==> config.mk <==
export PLATFORM = sky130hd
export DESIGN_NAME = ebs_bus
export DESIGN_NICKNAME = d
export VERILOG_FILES = /design/src/core/ebs_pkg.sv /design/src/core/ebs_tmg_if.sv /design/src/core/ebs_timing.sv /design/src/core/ebs_bus.sv
export SDC_FILE = /design/constraint.sdc
export NUM_CORES = 1
export LEC_CHECK = 0
export BUFFER_PORTS_ARGS = -buffer_cell sky130_fd_sc_hd__buf_4
export CAP_MARGIN = 40
export CORE_MARGIN = 1
export CORE_UTILIZATION = 46
export CTS_BUF_LIST = sky130_fd_sc_hd__clkbuf_2 sky130_fd_sc_hd__clkbuf_4 sky130_fd_sc_hd__clkbuf_8
export DETAILED_ROUTE_END_ITERATION = 12
export MAX_ROUTING_LAYER = met4
export PLACE_DENSITY_LB_ADDON = 0.08
export SYNTH_ARGS = -nofsm -noshare
export SYNTH_HDL_FRONTEND = slang
export SYNTH_SLANG_ARGS = --single-unit
==> constraint.sdc <==
create_clock -name CORE_CLK -period 1.9 [get_ports CORE_CLK]
set_clock_uncertainty 0.05 [all_clocks]
set_input_delay 0.095 -clock CORE_CLK [delete_from_list [all_inputs] [get_ports CORE_CLK]]
set_output_delay 0.095 -clock CORE_CLK [all_outputs]
set_load 0.03 [all_outputs]
==> src/core/ebs_pkg.sv <==
package ebs_pkg;
  // Oscillator periods per machine cycle and per strobe slot
  localparam int unsigned OSC_PER_MCYCLE = 12;
  localparam int unsigned OSC_PER_ALE = 6;
  localparam logic [3:0] STATE_LAST = 4'hb;
  // Strobe phases inside a machine cycle (oscillator periods)
  localparam logic [3:0] ALE_PH_A = 4'h0;
  localparam logic [3:0] ALE_PH_B = 4'h6;
  localparam logic [3:0] ALE_LEN = 4'h2;
  localparam logic [3:0] RD_PH_A = 4'h3;
  localparam logic [3:0] RD_PH_B = 4'h9;
  localparam logic [3:0] RD_LEN = 4'h3;
  localparam logic [1:0] RST_MCYCLES = 2'h3;
  localparam logic [2:0] SER_DRAIN_MCYCLES = 3'h4;
  localparam logic [15:0] EXT_FETCH_TOP = 16'h0fff;
  localparam logic [7:0] PORT_RESET = 8'hff;
  typedef enum logic [1:0] {EBS_RUN, EBS_IDLE, EBS_RESET} ebs_mode_type;
endpackage

==> src/core/ebs_tmg_if.sv <==
`timescale 1ns/1ps
interface ebs_tmg_if;
  logic osc_en;
  logic [3:0] state;
  logic mc_end;
  modport src (output osc_en, output state, output mc_end);
  modport snk (input osc_en, input state, input mc_end);
endinterface

==> src/core/ebs_timing.sv <==
`timescale 1ns/1ps
module ebs_timing
  import ebs_pkg::*;
(
  input wire logic clk,
  input wire logic rst,
  input wire logic hold,
  ebs_tmg_if.src tmg
);
  logic div_reg;
  logic [3:0] state_reg;

  // Divide-by-two: duty cycle of the incoming clock has no effect
  // Cleared with the state count so a machine cycle always ends on phase two
  always_ff @(posedge clk) begin
    if (rst || hold) div_reg <= 1'b0;
    else div_reg <= ~div_reg;
  end

  // One state per oscillator period, twelve to a machine cycle
  always_ff @(posedge clk) begin
    if (rst || hold) state_reg <= 4'h0;
    else state_reg <= (state_reg == STATE_LAST) ? 4'h0 : state_reg + 4'h1;
  end

  assign tmg.osc_en = div_reg;
  assign tmg.state = state_reg;
  assign tmg.mc_end = div_reg && (state_reg == STATE_LAST);
endmodule // ebs_timing

==> src/core/ebs_bus.sv <==
`timescale 1ns/1ps
// Function
// - Reset after three machine cycles low
// - Serial may transmit until reset is entered, three cycles after pin low
// - Address strobe at oscillator over six
// - One address strobe skipped per data access
// - Address strobe high during reset
// - Two read strobes skipped per data access
// - Port 4 takes low address in verify
// - Port 5 is low address/data bus
// - Port 6 drives high address byte
// - Alternate read strobe used when selected
// - Written ones weakly pull port pins high
// - Internal clock via divide-by-two
// - Idle halts CPU and DMA and parks the strobes high
// - Idle entered by software, state kept
// - Interrupt or reset leaves idle
module ebs_bus
  import ebs_pkg::*;
(
  input wire logic CORE_CLK,
  input wire logic SYS_RST,
  input wire logic RESET_N_PIN,
  input wire logic EXTERNAL_FETCH_SELECT_N,
  input wire logic ALTERNATE_BUS_SELECT,
  input wire logic VERIFY_MODE,
  input wire logic FETCH_REQ,
  input wire logic [15:0] FETCH_ADDR,
  input wire logic DATA_ACCESS,
  input wire logic IDLE_REQ,
  input wire logic IRQ_PENDING,
  input wire logic SER_TX_ACTIVE,
  input wire logic [7:0] P0_LATCH,
  input wire logic [7:0] P2_LATCH,
  input wire logic [7:0] P4_LATCH,
  input wire logic [7:0] P5_LATCH,
  input wire logic [7:0] P6_LATCH,
  input wire logic [7:0] P4_IN,
  output logic ADDRESS_LATCH_STROBE,
  output logic PROGRAM_READ_STROBE_N,
  output logic ALTERNATE_PROGRAM_READ_STROBE_N,
  output logic [7:0] P0_OUT,
  output logic [7:0] P0_OE_N,
  output logic [7:0] P2_OUT,
  output logic [7:0] P2_STRONG,
  output logic [7:0] P4_OUT,
  output logic [7:0] P4_OE_N,
  output logic [7:0] P5_OUT,
  output logic [7:0] P5_OE_N,
  output logic [7:0] P5_STRONG,
  output logic [7:0] P6_OUT,
  output logic [7:0] P6_STRONG,
  output logic [7:0] VERIFY_ADDR_LO,
  output logic CPU_RUN,
  output logic DMA_RUN,
  output logic SER_TX_ENABLE,
  output logic IN_RESET
);
  ebs_tmg_if tmg ();
  ebs_mode_type mode_reg;
  logic [2:0] rsync_reg;
  logic [1:0] rcnt_reg;
  logic [2:0] drain_reg;
  logic skip_ale_reg, skip_rd_reg;
  logic ale_reg, rd_reg, ard_reg;
  logic ext_fetch;
  logic [7:0] p0_out_reg, p0_oe_n_reg, p2_out_reg, p2_str_reg;
  logic [7:0] p5_out_reg, p5_oe_n_reg, p5_str_reg, p6_out_reg, p6_str_reg;
  logic [7:0] vaddr_reg;
  logic in_reset;

  function automatic logic in_win(input logic [3:0] st, input logic [3:0] ph,
                                  input logic [3:0] len);
    return (st >= ph) && (st < ph + len);
  endfunction

  ebs_timing u_timing (
    .clk(CORE_CLK),
    .rst(SYS_RST),
    .hold(in_reset),
    .tmg(tmg)
  );

  assign in_reset = (mode_reg == EBS_RESET);

  // Three flops; level counts only when second and third agree
  always_ff @(posedge CORE_CLK) begin
    if (SYS_RST) rsync_reg <= 3'h7;
    else rsync_reg <= {rsync_reg[1:0], RESET_N_PIN};
  end

  // Low across three machine-cycle ends before reset takes effect
  always_ff @(posedge CORE_CLK) begin
    if (SYS_RST) rcnt_reg <= 2'h0;
    else if (rsync_reg[1] || rsync_reg[2]) rcnt_reg <= 2'h0;
    else if (tmg.mc_end && rcnt_reg != RST_MCYCLES) rcnt_reg <= rcnt_reg + 2'h1;
  end

  // Mode: idle only on software request, left by interrupt or reset
  always_ff @(posedge CORE_CLK) begin
    if (SYS_RST) mode_reg <= EBS_RESET;
    else begin
      case (mode_reg)
        EBS_RUN: begin
          if (rcnt_reg == RST_MCYCLES) mode_reg <= EBS_RESET;
          else if (IDLE_REQ) mode_reg <= EBS_IDLE;
        end
        EBS_IDLE: begin
          if (rcnt_reg == RST_MCYCLES) mode_reg <= EBS_RESET;
          else if (IRQ_PENDING) mode_reg <= EBS_RUN;
        end
        default: begin
          if (rsync_reg[1] && rsync_reg[2]) mode_reg <= EBS_RUN;
        end
      endcase
    end
  end

  // Serial output may drain only until reset is entered, three machine cycles after reset pin drop
  always_ff @(posedge CORE_CLK) begin
    if (SYS_RST) drain_reg <= 3'h0;
    else if (rsync_reg[1] || rsync_reg[2]) drain_reg <= 3'h0;
    else if (tmg.mc_end && drain_reg != SER_DRAIN_MCYCLES) drain_reg <= drain_reg + 3'h1;
  end
  assign SER_TX_ENABLE = SER_TX_ACTIVE && !in_reset && (drain_reg != SER_DRAIN_MCYCLES);

  // Idle stops CPU and DMA and parks the strobes high; other state is not touched
  assign CPU_RUN = (mode_reg == EBS_RUN);
  assign DMA_RUN = (mode_reg == EBS_RUN);
  assign IN_RESET = in_reset;

  assign ext_fetch = !EXTERNAL_FETCH_SELECT_N || (FETCH_ADDR > EXT_FETCH_TOP);

  // A data access latched at machine-cycle start blanks one address strobe
  // and both read strobes of that cycle
  always_ff @(posedge CORE_CLK) begin
    if (SYS_RST || in_reset) begin
      skip_ale_reg <= 1'b0;
      skip_rd_reg <= 1'b0;
    end else if (tmg.mc_end) begin
      skip_ale_reg <= DATA_ACCESS;
      skip_rd_reg <= DATA_ACCESS;
    end
  end

  // Strobes; idle parks them high
  always_ff @(posedge CORE_CLK) begin
    if (SYS_RST || in_reset) begin
      ale_reg <= 1'b1;
      rd_reg <= 1'b1;
      ard_reg <= 1'b1;
    end else if (mode_reg == EBS_IDLE) begin
      ale_reg <= 1'b1;
      rd_reg <= 1'b1;
      ard_reg <= 1'b1;
    end else begin
      ale_reg <= in_win(tmg.state, ALE_PH_A, ALE_LEN) ||
                 (in_win(tmg.state, ALE_PH_B, ALE_LEN) && !skip_ale_reg);
      rd_reg <= !(FETCH_REQ && ext_fetch && !ALTERNATE_BUS_SELECT && !skip_rd_reg &&
                  (in_win(tmg.state, RD_PH_A, RD_LEN) ||
                   in_win(tmg.state, RD_PH_B, RD_LEN)));
      ard_reg <= !(FETCH_REQ && ext_fetch && ALTERNATE_BUS_SELECT && !skip_rd_reg &&
                   (in_win(tmg.state, RD_PH_A, RD_LEN) ||
                    in_win(tmg.state, RD_PH_B, RD_LEN)));
    end
  end

  // Port drive: fetch bus on P0/P2 or P5/P6 per alternate select
  always_ff @(posedge CORE_CLK) begin
    if (SYS_RST || in_reset) begin
      p0_out_reg <= PORT_RESET;
      p0_oe_n_reg <= PORT_RESET;
      p2_out_reg <= PORT_RESET;
      p2_str_reg <= 8'h00;
      p5_out_reg <= PORT_RESET;
      p5_oe_n_reg <= PORT_RESET;
      p5_str_reg <= 8'h00;
      p6_out_reg <= PORT_RESET;
      p6_str_reg <= 8'h00;
    end else if (FETCH_REQ && ext_fetch && ALTERNATE_BUS_SELECT) begin
      p5_out_reg <= FETCH_ADDR[7:0];
      p5_oe_n_reg <= ale_reg ? 8'h00 : PORT_RESET;
      p5_str_reg <= PORT_RESET;
      p6_out_reg <= FETCH_ADDR[15:8];
      p6_str_reg <= PORT_RESET;
      p0_out_reg <= P0_LATCH;
      p0_oe_n_reg <= P0_LATCH;
      p2_out_reg <= P2_LATCH;
      p2_str_reg <= 8'h00;
    end else if (FETCH_REQ && ext_fetch) begin
      p0_out_reg <= FETCH_ADDR[7:0];
      p0_oe_n_reg <= ale_reg ? 8'h00 : PORT_RESET;
      p2_out_reg <= FETCH_ADDR[15:8];
      p2_str_reg <= PORT_RESET;
      p5_out_reg <= P5_LATCH;
      p5_oe_n_reg <= P5_LATCH;
      p5_str_reg <= 8'h00;
      p6_out_reg <= P6_LATCH;
      p6_str_reg <= 8'h00;
    end else begin
      // Written ones stay weak so the pin can be read back
      p0_out_reg <= P0_LATCH;
      p0_oe_n_reg <= P0_LATCH;
      p2_out_reg <= P2_LATCH;
      p2_str_reg <= 8'h00;
      p5_out_reg <= P5_LATCH;
      p5_oe_n_reg <= P5_LATCH;
      p5_str_reg <= 8'h00;
      p6_out_reg <= P6_LATCH;
      p6_str_reg <= 8'h00;
    end
  end

  // Verification: low address byte arrives on Port 4
  always_ff @(posedge CORE_CLK) begin
    if (SYS_RST) vaddr_reg <= 8'h00;
    else if (VERIFY_MODE) vaddr_reg <= P4_IN;
  end

  assign ADDRESS_LATCH_STROBE = ale_reg;
  assign PROGRAM_READ_STROBE_N = rd_reg;
  assign ALTERNATE_PROGRAM_READ_STROBE_N = ard_reg;
  assign P0_OUT = p0_out_reg;
  assign P0_OE_N = p0_oe_n_reg;
  assign P2_OUT = p2_out_reg;
  assign P2_STRONG = p2_str_reg;
  // Port 4 released in verify so the address can be driven in
  assign P4_OUT = P4_LATCH;
  assign P4_OE_N = VERIFY_MODE ? PORT_RESET : P4_LATCH;
  assign P5_OUT = p5_out_reg;
  assign P5_OE_N = p5_oe_n_reg;
  assign P5_STRONG = p5_str_reg;
  assign P6_OUT = p6_out_reg;
  assign P6_STRONG = p6_str_reg;
  assign VERIFY_ADDR_LO = vaddr_reg;
endmodule // ebs_bus

==> out/results.ini <==
[outcome]
status=completed

[grt]
grt_usage_pct=25.7
antenna_found_initial=0
grt_start_max_net_pins=33
gr-total-overflow=0
grt_pass1_vias=2997
grt_pass1_wl_mm=14.4

[detailed_routing]
viasPerCell=4.87
totalWireLength_mm=9.38
vias=3132
drc=0
drtIter0Drc=114
wire_per_inst_microns=14.6
dr.pass1.iters=4
final_antenna_net_count=0

[place]
dp_cells=570
gp_congestion=0.823
placed_area_sq_um=4460
hpwl_mm=6.33
io_buffers=177

[cts]
insertion_delay_ns=0.34
cts_buffers=9
path_clk_slew_ns=0.08
clock_path_buffers=2
cts_tree=done
cts_sinks=77
clock-root-buffer=clkbuf_8
h-tree-depth=3

[yosys]
ys_warn_count=0
synth_fp_nets=422
ys_seq_area_share_pct=46.8
syn-instance-count=341
yosys_most_used_dff=dfxtp_1
synth_edf_count=0
synth_cell_types=41
syn_avg_cell_area_sq_um=9.65
async_reset_ff_share_pct=0
synth_area_sq_um=3290
synth_seq_cells=77

[timing]
finalMaxSlewViolations=0
rsz0062_at_grt=false
layout_min_cycle_time_ns=1.83
max_freq_mhz=546
hold_viol_final=0
post-route-period-util_pct=96.5
finalSetupViolCount=0
finalSetupTns_ns=0
slew_headroom_pct=65.6
worst_slew_pin_slew_ns=0.515

[flow_run]
cap_violations=0

[cells_and_area]
drive_gt1_share_pct=41.5
fin_area_sq_um=5310
final_nets=623
finalNonFillerCells=643
fill_cells=454
syn2layout_area_growth_pct=61.2
diodes=0

[worst_setup_path]
slowest_delay_ns=0.56
crit_family=buffers and inverters
worstSetupEndpointType=register
worstPathArrival_ns=2.07
crit_top_cell=dlygate4sd3_1
start_kind=primary input
crit_fanout=7
cp_cell_sequence=dlygate4sd3_1, buf_4, nand2b_2, o21ai_4, mux2i_1, dlygate4sd3_1
cp.required_ns=2.14
critPathBufInv=3
slowest_stage=dlygate4sd3_1
critPathKind=primary input to register

[power]
switchingPower_uw=1140
p_sw_share_pct=26.7
clock_power_share_pct=38.3
intPower_uw=3120
pwr-share-seq_pct=40.8
power_leakage_uw=0.00234
total_power_uw=4260
p_comb_share_pct=20.9
p_per_area_nw_per_um2=803
vdd_drop_max_uv=645

[floorplan]
die_h_microns=86.6
initial_core_util_pct=47.9
die_x_microns=86.6
dieArea_sq_um=7500
core_area_sq_um=6870
rows=30
io_pins=178

[hold_path]
worstHoldPathType=primary input to register

==> power groups by stage <==
stage | clock, uW | sequential, uW | combinational (uW)
3_5_place_dp | 0 | 1770 | 785
2_1_floorplan | 0 | 1920 | 319
3_3_place_gp | 0 | 1770 | 779
6_report | 1630 | 1740 | 889
4_1_cts | 1670 | 1730 | 875
5_1_grt | 1730 | 1740 | 944
==> routing by layer <==
metal / routed length [microns] / global-route usage (%) / vias up / part of all wire [%]
met4: 121 / 10.0 / 0 / 1.3
li1: - / - / 1583 / -
met2: 4660 / 42.2 / 110 / 50
met5: 0 / - / - / 0
met1: 4170 / 31.8 / 1427 / 44
met3: 432 / 4.10 / 12 / 4.6
==> through the flow <==
step                      util, %  worst slack [ns]  hold slack, ns
after detailed placement     65.0             0.343           0.236
after floorplan                 -             0.489           0.149
after global placement       65.0             0.415           0.235
after global routing         77.2            0.0148          0.0157
after CTS                    76.6            0.0193         0.00133
final                        77.2            0.0674          0.0144
==> cell usage in the layout (no fill, tap or decap), types with 5 or more instances in the layout <==
cell type / n
buf_4: 189
dfxtp_1: 77
dlygate4sd3_1: 53
o211ai_1: 37
inv_1: 19
mux2i_1: 16
nor3_1: 16
o21ai_0: 13
or2_2: 12
nor2_1: 12
a21oi_1: 11
clkbuf_8: 9
a221o_1: 8
nand2_1: 7
ha_1: 6
nand3_1: 5
==> Yosys cell counts, types with 2 or more instances <==
master,n,share of area (%)
a211o_1,3,0.80
a211oi_1,3,0.68
a21oi_1,12,1.8
a221o_1,8,2.4
and2_1,2,0.38
and3_1,2,0.38
buf_1,2,0.23
buf_2,12,1.8
buf_4,31,7.1
buf_6,2,0.68
clkbuf_1,5,0.57
dfxtp_1,77,47
ha_1,6,2.3
inv_1,19,2.2
mux2i_1,16,4.9
nand2_1,7,0.80
nand2b_1,5,0.95
nand3_1,5,0.76
nand3b_1,4,0.91
nor2_1,13,1.5
nor2b_1,5,0.95
nor3_1,16,2.4
o211ai_1,37,8.4
o21ai_0,13,2.0
o221ai_1,2,0.53
o22ai_1,3,0.57
or2_2,12,2.3
or3_1,4,0.76
or3b_2,3,0.80
==> layout make-up <==
class	count	area [sq um]	share of cell area, %
repair buffers	242	1950	36.7
flip-flops and latches	77	1540	29.1
clock inverters	7	146	2.76
inverters	19	71.3	1.34
clock buffers	9	124	2.33
well taps	96	120	2.26
multi-input cells	193	1350	25.5
==> repair_timing <==
action	4_1_cts	5_1_grt
setup endpoints to repair	0	1
gates resized for setup	0	3
setup buffers	0	4
hold endpoints to repair	49	0
hold buffers	53	0
==> final timing paths <==
path | end | startpoint | slack [ns] | depth (start not counted)
max | P6_OUT[3]$_SDFF_PP1_ | FETCH_ADDR[13] | 0.07 | 6
min | P0_OE_N[2]$_SDFF_PP1_ | P0_LATCH[2] | 0.01 | 3
max reg2reg | P6_OUT[3]$_SDFF_PP1_ | mode_reg[1]$_SDFFE_PP1P_ | 0.08 | 5
min reg2reg | rsync_reg[1]$_SDFF_PP1_ | rsync_reg[0]$_SDFF_PP1_ | 0.37 | 1
==> cells by family (layout without fill, tap and decap cells) <==
kind of cell	count (synthesis)	count (layout)	share of synthesized area [%]
buffers and inverters	71	277	12.5
flip-flops	77	77	46.8
AO/OA/AOI/OAI	86	86	18.7
adder cells (fa/ha/maj)	6	6	2.28
AND/OR/NAND/NOR	85	85	14.8
multiplexers	16	16	4.87
==> worst reg2reg max path: cells and delay by family (launching register included) <==
family	cells	cell delay, ns
mux	1	0.12
simple gates	2	0.43
flops	1	0.36
buf+inv	2	0.76
No activity file was read; power rests on OpenSTA's default activity.
